--- src/core/wdt_pkg.sv ---
// Constants and types shared by both ends of the windowed watchdog link.
// Assumes one 10 MHz system clock; the low-power RC tick arrives as a one-cycle strobe.
//
// Notes on behaviour
// - Watchdog counts low-power RC ticks; enable requests oscillator
// - Prescaler divides by 32 or 128
// - Postscaler picks one of 16 ratios, 1:1..1:32768
// - Completed clock switch clears all counts
// - Power-save instruction clears all counts
// - Leaving sleep or idle clears all counts
// - Core clears periodically; clear zeroes counts
// - Enabled watchdog keeps counting in sleep/idle
// - Time-out in sleep/idle wakes, not resets
// - Software clears sleep/idle flags after wake
// - Nonzero hardware enable forces watchdog always on
// - Hardware enable 00 defers to software bit
// - Device reset clears software enable bit (here device_reset_request leaves software_enable_bit set)
// - Time-out flag sticky until software clears
// - Window-disable bit 0 selects windowed mode
// - Software clears only inside allowed window
package wdt_pkg;

	// ----------------------------------------------------------------
	// Counter widths and divides
	// ----------------------------------------------------------------
	localparam int PRE_W = 7;
	localparam logic [6:0] PRE_LAST_32 = 7'h1f;
	localparam logic [6:0] PRE_LAST_128 = 7'h7f;
	localparam int POST_W = 15;
	localparam int POST_SEL_W = 4;
	localparam int WIN_W = 2;
	localparam int HWEN_W = 2;
	localparam logic [1:0] HWEN_SOFT = 2'h0;

	// ----------------------------------------------------------------
	// Configuration word bit positions
	// ----------------------------------------------------------------
	localparam int CFG_POST_LSB = 0;
	localparam int CFG_PRE_BIT = 4;
	localparam int CFG_WINDOW_DISABLE_BIT_BIT = 7;

	// ----------------------------------------------------------------
	// Reset control register bit positions
	// ----------------------------------------------------------------
	localparam int RC_IDLE_BIT = 2;
	localparam int RC_SLEEP_BIT = 3;
	localparam int RC_TIMEOUT_BIT = 4;
	localparam int RC_SWEN_BIT = 5;

	// ----------------------------------------------------------------
	// Host register map (APB byte addresses)
	// ----------------------------------------------------------------
	localparam logic [7:0] ADDR_CONFIG = 8'h00;
	localparam logic [7:0] ADDR_COMMAND = 8'h04;
	localparam logic [7:0] ADDR_STATUS = 8'h08;
	localparam logic [7:0] ADDR_RESET_CONTROL_REGISTER = 8'h0c;
	localparam int CMD_CLEAR_BIT = 0;
	localparam int CMD_SLEEP_BIT = 1;
	localparam int CMD_IDLE_BIT = 2;
	localparam int CMD_WAKE_BIT = 3;
	localparam int CMD_SWITCH_BIT = 4;
	localparam int CMD_ACK_BIT = 5;

	typedef enum logic [1:0] {
		PWR_RUN,
		PWR_SLEEP,
		PWR_IDLE
	} power_type;

endpackage

--- src/core/wdt_link_if.sv ---
// Interface joining the watchdog to the processor core.
// Assumes both ends share i_sys_clk; all strobes are one-cycle pulses.
`timescale 1ns/100ps
`default_nettype none
interface wdt_link_if;
	logic clear_watchdog_instruction;
	logic power_save_instruction;
	logic power_save_idle;
	logic wake_exit;
	logic clock_switch_done;
	logic low_power_rc_oscillator_tick;
	logic [wdt_pkg::POST_SEL_W-1:0] postscale_select_field;
	logic prescale_select_bit;
	logic window_disable_bit;
	logic [wdt_pkg::WIN_W-1:0] window_size_field;
	logic [wdt_pkg::HWEN_W-1:0] hw_enable_field;
	logic software_enable_bit;
	logic timeout_flag_clear;
	logic low_power_rc_oscillator_en;
	logic timeout_flag;
	logic wake_request;
	logic device_reset_request;
	logic window_violation;
	logic running;

	modport device (
		input clear_watchdog_instruction, power_save_instruction, power_save_idle, wake_exit,
		input clock_switch_done, low_power_rc_oscillator_tick, postscale_select_field, prescale_select_bit,
		input window_disable_bit, window_size_field, hw_enable_field, software_enable_bit,
		input timeout_flag_clear,
		output low_power_rc_oscillator_en, timeout_flag, wake_request, device_reset_request,
		output window_violation, running
	);
	modport core (
		output clear_watchdog_instruction, power_save_instruction, power_save_idle, wake_exit,
		output clock_switch_done, low_power_rc_oscillator_tick, postscale_select_field, prescale_select_bit,
		output window_disable_bit, window_size_field, hw_enable_field, software_enable_bit,
		output timeout_flag_clear,
		input low_power_rc_oscillator_en, timeout_flag, wake_request, device_reset_request,
		input window_violation, running
	);
endinterface
`default_nettype wire

--- src/core/wdt_core_end.sv ---
// Processor-core end: APB registers drive the watchdog link.
// Assumes a standard APB master; pready is always high (zero wait states).
//
// Our own choices: the APB register port and the address map.
`timescale 1ns/100ps
`default_nettype none
module wdt_core_end (
	// Clock and reset
	input wire logic i_sys_clk,
	input wire logic i_rst,
	// APB slave
	input wire logic i_psel,
	input wire logic i_penable,
	input wire logic i_pwrite,
	input wire logic [7:0] i_paddr,
	input wire logic [31:0] i_pwdata,
	output logic [31:0] o_prdata,
	output logic o_pready,
	output logic o_pslverr,
	// RC tick source
	input wire logic i_low_power_rc_oscillator_tick,
	// Link to the watchdog
	wdt_link_if.core link
);

	// ----------------------------------------------------------------
	// State
	// ----------------------------------------------------------------
	typedef struct packed {
		logic [7:0] cfg;
		logic [1:0] win;
		logic [1:0] hwen;
		logic swen;
		logic sleep_f;
		logic idle_f;
		logic [5:0] cmd;
		logic [31:0] rdata;
		logic err;
	} state_type;

	state_type state_q;
	state_type state_d;
	logic wr;
	logic rd;

	function automatic logic hit(input logic [7:0] a, input logic [7:0] b);
		return a == b;
	endfunction

	always_comb begin
		wr = i_psel && i_penable && i_pwrite;
		rd = i_psel && !i_penable && !i_pwrite;
		state_d = state_q;
		state_d.cmd = '0;
		state_d.err = 1'b0;
		if (link.wake_request) begin
			state_d.sleep_f = state_q.sleep_f;
		end
		if (wr) begin
			if (hit(i_paddr, wdt_pkg::ADDR_CONFIG)) begin
				state_d.cfg = i_pwdata[7:0];
				state_d.win = i_pwdata[9:8];
				state_d.hwen = i_pwdata[11:10];
			end else if (hit(i_paddr, wdt_pkg::ADDR_COMMAND)) begin
				state_d.cmd = i_pwdata[5:0];
				if (i_pwdata[wdt_pkg::CMD_SLEEP_BIT]) begin
					state_d.sleep_f = 1'b1;
				end
				if (i_pwdata[wdt_pkg::CMD_IDLE_BIT]) begin
					state_d.idle_f = 1'b1;
				end
			end else if (hit(i_paddr, wdt_pkg::ADDR_RESET_CONTROL_REGISTER)) begin
				state_d.swen = i_pwdata[wdt_pkg::RC_SWEN_BIT];
				state_d.sleep_f = i_pwdata[wdt_pkg::RC_SLEEP_BIT] && state_q.sleep_f;
				state_d.idle_f = i_pwdata[wdt_pkg::RC_IDLE_BIT] && state_q.idle_f;
				state_d.cmd[wdt_pkg::CMD_ACK_BIT] = !i_pwdata[wdt_pkg::RC_TIMEOUT_BIT];
			end else if (!hit(i_paddr, wdt_pkg::ADDR_STATUS)) begin
				state_d.err = 1'b1;
			end
		end
		if (rd) begin
			state_d.rdata = '0;
			if (hit(i_paddr, wdt_pkg::ADDR_CONFIG)) begin
				state_d.rdata = {20'h00000, state_q.hwen, state_q.win, state_q.cfg};
			end else if (hit(i_paddr, wdt_pkg::ADDR_STATUS)) begin
				state_d.rdata = {28'h0000000, link.window_violation, link.wake_request,
					link.device_reset_request, link.running};
			end else if (hit(i_paddr, wdt_pkg::ADDR_RESET_CONTROL_REGISTER)) begin
				state_d.rdata[wdt_pkg::RC_SWEN_BIT] = state_q.swen;
				state_d.rdata[wdt_pkg::RC_TIMEOUT_BIT] = link.timeout_flag;
				state_d.rdata[wdt_pkg::RC_SLEEP_BIT] = state_q.sleep_f;
				state_d.rdata[wdt_pkg::RC_IDLE_BIT] = state_q.idle_f;
			end else if (!hit(i_paddr, wdt_pkg::ADDR_COMMAND)) begin
				state_d.err = 1'b1;
			end
		end
		if (rd && !(hit(i_paddr, wdt_pkg::ADDR_CONFIG) || hit(i_paddr, wdt_pkg::ADDR_STATUS) ||
			hit(i_paddr, wdt_pkg::ADDR_RESET_CONTROL_REGISTER) || hit(i_paddr, wdt_pkg::ADDR_COMMAND))) begin
			state_d.err = 1'b0;
		end
	end

	always_ff @(posedge i_sys_clk or posedge i_rst) begin
		if (i_rst) begin
			state_q <= '0;
		end else begin
			state_q <= state_d;
		end
	end

	// Error on an unmapped address, read or write, is flagged combinationally in the access phase.
	assign o_pready = 1'b1;
	assign o_prdata = state_q.rdata;
	assign o_pslverr = i_psel && i_penable && !(hit(i_paddr, wdt_pkg::ADDR_CONFIG) ||
		hit(i_paddr, wdt_pkg::ADDR_STATUS) || hit(i_paddr, wdt_pkg::ADDR_RESET_CONTROL_REGISTER) ||
		hit(i_paddr, wdt_pkg::ADDR_COMMAND));

	assign link.clear_watchdog_instruction = state_q.cmd[wdt_pkg::CMD_CLEAR_BIT];
	assign link.power_save_instruction = state_q.cmd[wdt_pkg::CMD_SLEEP_BIT] || state_q.cmd[wdt_pkg::CMD_IDLE_BIT];
	assign link.power_save_idle = state_q.cmd[wdt_pkg::CMD_IDLE_BIT];
	assign link.wake_exit = state_q.cmd[wdt_pkg::CMD_WAKE_BIT];
	assign link.clock_switch_done = state_q.cmd[wdt_pkg::CMD_SWITCH_BIT];
	assign link.timeout_flag_clear = state_q.cmd[wdt_pkg::CMD_ACK_BIT];
	assign link.low_power_rc_oscillator_tick = i_low_power_rc_oscillator_tick;
	assign link.postscale_select_field = state_q.cfg[wdt_pkg::CFG_POST_LSB +: wdt_pkg::POST_SEL_W];
	assign link.prescale_select_bit = state_q.cfg[wdt_pkg::CFG_PRE_BIT];
	assign link.window_disable_bit = state_q.cfg[wdt_pkg::CFG_WINDOW_DISABLE_BIT_BIT];
	assign link.window_size_field = state_q.win;
	assign link.hw_enable_field = state_q.hwen;
	assign link.software_enable_bit = state_q.swen;

endmodule
`default_nettype wire

--- src/flat_wrapper.sv ---
// flat-port wrapper written by rule: the top's interface ports become plain ports
module wdt_core_end_flat 
  (i_sys_clk, i_rst, i_psel, i_penable, i_pwrite, i_paddr, i_pwdata, o_prdata, o_pready, o_pslverr, i_low_power_rc_oscillator_tick, link_clear_watchdog_instruction, link_power_save_instruction, link_power_save_idle, link_wake_exit, link_clock_switch_done, link_low_power_rc_oscillator_tick, link_postscale_select_field, link_prescale_select_bit, link_window_disable_bit, link_window_size_field, link_hw_enable_field, link_software_enable_bit, link_timeout_flag_clear, link_low_power_rc_oscillator_en, link_timeout_flag, link_wake_request, link_device_reset_request, link_window_violation, link_running);
  wdt_link_if link_i ();
  input wire logic i_sys_clk;
  input wire logic i_rst;
  input wire logic i_psel;
  input wire logic i_penable;
  input wire logic i_pwrite;
  input wire logic [7:0] i_paddr;
  input wire logic [31:0] i_pwdata;
  output logic [31:0] o_prdata;
  output logic o_pready;
  output logic o_pslverr;
  input wire logic i_low_power_rc_oscillator_tick;
  output wire logic [$bits(link_i.clear_watchdog_instruction)-1:0] link_clear_watchdog_instruction;
  output wire logic [$bits(link_i.power_save_instruction)-1:0] link_power_save_instruction;
  output wire logic [$bits(link_i.power_save_idle)-1:0] link_power_save_idle;
  output wire logic [$bits(link_i.wake_exit)-1:0] link_wake_exit;
  output wire logic [$bits(link_i.clock_switch_done)-1:0] link_clock_switch_done;
  output wire logic [$bits(link_i.low_power_rc_oscillator_tick)-1:0] link_low_power_rc_oscillator_tick;
  output wire logic [$bits(link_i.postscale_select_field)-1:0] link_postscale_select_field;
  output wire logic [$bits(link_i.prescale_select_bit)-1:0] link_prescale_select_bit;
  output wire logic [$bits(link_i.window_disable_bit)-1:0] link_window_disable_bit;
  output wire logic [$bits(link_i.window_size_field)-1:0] link_window_size_field;
  output wire logic [$bits(link_i.hw_enable_field)-1:0] link_hw_enable_field;
  output wire logic [$bits(link_i.software_enable_bit)-1:0] link_software_enable_bit;
  output wire logic [$bits(link_i.timeout_flag_clear)-1:0] link_timeout_flag_clear;
  input wire logic [$bits(link_i.low_power_rc_oscillator_en)-1:0] link_low_power_rc_oscillator_en;
  input wire logic [$bits(link_i.timeout_flag)-1:0] link_timeout_flag;
  input wire logic [$bits(link_i.wake_request)-1:0] link_wake_request;
  input wire logic [$bits(link_i.device_reset_request)-1:0] link_device_reset_request;
  input wire logic [$bits(link_i.window_violation)-1:0] link_window_violation;
  input wire logic [$bits(link_i.running)-1:0] link_running;
  assign link_clear_watchdog_instruction = link_i.clear_watchdog_instruction;
  assign link_power_save_instruction = link_i.power_save_instruction;
  assign link_power_save_idle = link_i.power_save_idle;
  assign link_wake_exit = link_i.wake_exit;
  assign link_clock_switch_done = link_i.clock_switch_done;
  assign link_low_power_rc_oscillator_tick = link_i.low_power_rc_oscillator_tick;
  assign link_postscale_select_field = link_i.postscale_select_field;
  assign link_prescale_select_bit = link_i.prescale_select_bit;
  assign link_window_disable_bit = link_i.window_disable_bit;
  assign link_window_size_field = link_i.window_size_field;
  assign link_hw_enable_field = link_i.hw_enable_field;
  assign link_software_enable_bit = link_i.software_enable_bit;
  assign link_timeout_flag_clear = link_i.timeout_flag_clear;
  assign link_i.low_power_rc_oscillator_en = link_low_power_rc_oscillator_en;
  assign link_i.timeout_flag = link_timeout_flag;
  assign link_i.wake_request = link_wake_request;
  assign link_i.device_reset_request = link_device_reset_request;
  assign link_i.window_violation = link_window_violation;
  assign link_i.running = link_running;
  wdt_core_end u_core (.i_sys_clk(i_sys_clk), .i_rst(i_rst), .i_psel(i_psel), .i_penable(i_penable), .i_pwrite(i_pwrite), .i_paddr(i_paddr), .i_pwdata(i_pwdata), .o_prdata(o_prdata), .o_pready(o_pready), .o_pslverr(o_pslverr), .i_low_power_rc_oscillator_tick(i_low_power_rc_oscillator_tick), .link(link_i));
endmodule
--- config.mk ---
export PLATFORM = sky130hd
export DESIGN_NAME = wdt_core_end_flat
export DESIGN_NICKNAME = d
export VERILOG_FILES = /design/src/core/wdt_pkg.sv /design/src/core/wdt_link_if.sv /design/src/core/wdt_core_end.sv /design/src/flat_wrapper.sv
export SDC_FILE = /design/constraint.sdc
export NUM_CORES = 1
export LEC_CHECK = 0
export BUFFER_PORTS_ARGS = -buffer_cell sky130_fd_sc_hd__buf_2
export CORE_AREA = 2 2 78 65
export CTS_BUF_LIST = sky130_fd_sc_hd__clkbuf_16
export DETAILED_ROUTE_END_ITERATION = 10
export DIE_AREA = 0 0 80 67
export MAX_ROUTING_LAYER = met4
export PLACE_DENSITY_LB_ADDON = 0.15
export SYNTH_ARGS = -nofsm -noshare
export SYNTH_HDL_FRONTEND = slang
export SYNTH_SLANG_ARGS = --single-unit
--- constraint.sdc ---
create_clock -name i_sys_clk -period 3.2 [get_ports i_sys_clk]
set_input_delay 0.64 -clock i_sys_clk [delete_from_list [all_inputs] [get_ports i_sys_clk]]
set_output_delay 0.64 -clock i_sys_clk [all_outputs]
set_load 0.01 [all_outputs]
==> flow_summary.ini <==
[critical_path]
critPathTopFamily = simple AND/OR/NAND/NOR gates
critPathMostFrequentCell = buf_2
crit_buf_inv = 2
critical_path_cell_by_cell = buf_2, nor4_2, nand2_1, and3_1, buf_2
critical_path_start_end_classification = in2out
critPathSlowestCell = nor4_2
critical_path_source_type = primary input
cp.required_ns = 2.56
worst_ep_arrival_time_ns = 1.75
worst_setup_path_end_kind = output port
worst-path-max-fanout = 8
max_incr_delay_on_cp_ns = 0.33

[cts]
cts_tree = done
clock_tree.root_cell = clkbuf_16
insertion_delay_ns = 0.27
clockBufferDepth = 2
h-tree-depth = 2
clkTransAtPathRegs_ns = 0.05
number_of_buffers_inserted_to_repair_setup_after_cts = 0
cts.repair.resized = 0
tritoncts_buffers = 5
ctsHoldBuffers = 0
clock_sinks = 33

[global_routing]
globalRouteOverflowTotal = 0
grt_first_pass_wirelength_um = 5950
grt_max_degree = 34
first_global_vias = 1207
grt_use_total_pct = 15.6
grt_antenna_before_repair = 0

[finish]
diodes = 0
drive_above_1_share_pct = 42.6
instances_no_fill = 262
fill_cell_total_of_the_finished_layout = 461
area_growth_pct = 13.9
nNetsFinal = 253

[sta]
f_max_mhz = 418
maxSlewHeadroom_pct = 56.3
timing.final.hold_violations = 0
timing.setup.tns_ns = 0
min_period_ns = 2.39
maxSlewViolCount = 0
skew_ns = 0.00660
worst_pin_slew_ns = 0.655
setup-violations-final = 0
grt_setup_unrepaired = false
final_clock_period_utilization_by_the_worst_path_pct = 74.7

[route]
final_antenna_net_count = 0
detail_route.drc_violations = 0
wl_per_cell_um = 14.2
drt-initial-drc-count = 27
wl_um = 3710
vias = 1232
drt_pass1_iterations = 4
vias_per_cell = 4.70

[synthesis]
synth_enable_flop_cells = 0
postSynthRegisterBits = 33
yosys.area.top_type_share_pct = 47.1
synth-async-reset-ratio_pct = 100
synthesis.yosys.warnings = 0
dominantRegCellSynth = dfrtp_1
netlist_area_um2 = 1750
synth_most_common_cell = buf_4
synth_sequential_area_ratio_pct = 47.1
netlist_top_cells_area = dfrtp_1 47%, buf_4 18%, mux2_2 8.4%
synth.top_cells.by_count = 42 x buf_4, 33 x dfrtp_1, 13 x mux2_2
post_synth_inst_count = 162
synth_cell_type_count = 35
post_synth.cell_area_avg_um2 = 10.8
synth.largest_area_cell = dfrtp_1

[placement]
portBuffers = 59
dp_hpwl_um = 2760
finalWeightedCongestion = 0.841
number_of_cells_after_detailed_placement = 254

[power]
power_frac_seq_pct = 45.3
cellLeakagePower_nw = 1.13
power.share.switching_pct = 22.2
total_power_density_per_cell_area_nw_per_um2 = 467
cell_internal_pwr_mw = 0.726
power.ir.vdd_worst_uv = 213
switching_power_summed_over_all_nets_mw = 0.207
comb_power_share_pct = 7.4
p_clk_share_pct = 47.3

[floorplanning]
die_area_um2 = 5360
io-pin-count = 104
die_w_um = 80
initial_utilization_pct = 38.8
placeable_core_region_um2 = 4510
fp-row-count = 22
floorplan.die.height_um = 67

[hold_path]
worstHoldPathType = in2async

[job]
cap_viol_max_count = 0

[outcome]
run_status = completed
-- cell families (layout without fill, tap and decap cells) --
group / after synthesis / in the layout / synth area share, %
buffers and inverters: 52 / 73 / 20.7
multiplexers: 15 / 15 / 9.49
AND/OR/NAND/NOR: 40 / 40 / 13.6
other: 2 / 21 / 0.428
AO/OA/AOI/OAI: 20 / 20 / 8.64
flip-flops: 33 / 33 / 47.1
-- worst min-delay path: stages --
cell and delay [ns]:
buf_2 0.09, inv_1 0.04, buf_4 0.36
-- path summary, 6_finish.rpt --
kind,start,to,slack [ns],cells after the start
setup / recovery,i_paddr[5],o_pslverr,0.81,5
hold / removal,i_rst,u_core.link.postscale_select_field[3],0.45,3
setup reg to reg,u_core.link.postscale_select_field[0],u_core.o_prdata[0],2.33,2
hold reg to reg,u_core.o_prdata[0],u_core.o_prdata[0],0.47,2
max in group asynchronous,i_rst,u_core.o_prdata[3],2.45,3
min in group i_sys_clk,u_core.o_prdata[0],u_core.o_prdata[0],0.47,2
-- layer usage --
| layer | share of wire, % | wire [µm] | vias to the layer above | track usage (%) |
|---|---|---|---|---|
| met5 | 0 | 0 | - | - |
| met4 | 1.4 | 53 | 0 | 8.05 |
| met3 | 6.3 | 232 | 5 | 3.25 |
| met1 | 43 | 1590 | 607 | 19.4 |
| li1 | - | - | 570 | - |
| met2 | 50 | 1840 | 50 | 24.1 |
-- power groups by stage --
stage	sequential [mW]	combinational [mW]	clock (mW)
after floorplan	0.429	0.0609	0
after global placement	0.429	0.0680	0
after detailed placement	0.430	0.0699	0
after CTS	0.422	0.0701	0.458
after global routing	0.423	0.0785	0.483
final	0.423	0.0694	0.441
-- sequential cells by signal (all words and copies together), names as in the netlist --
signal                                  count
u_core.link.window_size_field               2
u_core.state_q                              5
u_core.link.postscale_select_field          4
u_core.o_prdata                            12
u_core.link.power_save_idle                 1
u_core.link.window_disable_bit              1
u_core.link.wake_exit                       1
u_core.link.hw_enable_field                 2
u_core.link.prescale_select_bit             1
u_core.link.software_enable_bit             1
u_core.link.timeout_flag_clear              1
u_core.link.clock_switch_done               1
u_core.link.clear_watchdog_instruction      1
-- cell usage in the layout, fill, tap and decap left out --
cell,count
buf_4,1
nand3_1,6
or3b_1,1
dfrtp_1,33
nand2_1,9
and3_1,2
o2bb2ai_1,2
mux2_2,13
mux2i_1,2
a21oi_1,1
a21o_1,2
nor3b_1,1
nand3_2,1
o21ai_0,4
conb_1,21
nor2b_1,2
clkinv_2,2
nor4_4,1
nor3_1,1
nor2_1,5
clkbuf_16,5
nand4_1,1
a2bb2oi_1,1
buf_2,59
and2_2,1
and2_0,1
inv_1,6
o41ai_1,2
nor4_1,1
a22oi_1,2
nor4_2,1
a22o_1,6
or3b_2,1
or2_2,1
and2_1,4
-- per-stage QoR --
stage                     worst slack (ns)  total power, mW  util (%)  hold slack (ns)  cell area, µm²
after floorplan                       1.15            0.490         -            0.444            1820
after global placement               0.748            0.497      41.2            0.454            1860
after detailed placement             0.722            0.500      41.2            0.458            1860
after CTS                            0.807            0.950      44.2            0.466            2000
after global routing                 0.745            0.984      44.2            0.502            2000
final                                0.809            0.933      44.2            0.451            2000
-- final cells by class --
| cell class | count | area (µm²) | share of cell area (%) |
|---|---|---|---|
| Multi-Input combinational cell | 96 | 636 | 31.8 |
| Tap cell | 60 | 75.1 | 3.76 |
| Clock inverter | 3 | 13.8 | 0.689 |
| Timing Repair Buffer | 60 | 303 | 15.2 |
| Sequential cell | 33 | 826 | 41.4 |
| Clock buffer | 5 | 125 | 6.27 |
| Inverter | 5 | 18.8 | 0.940 |
(Power assumes the default switching activity.)
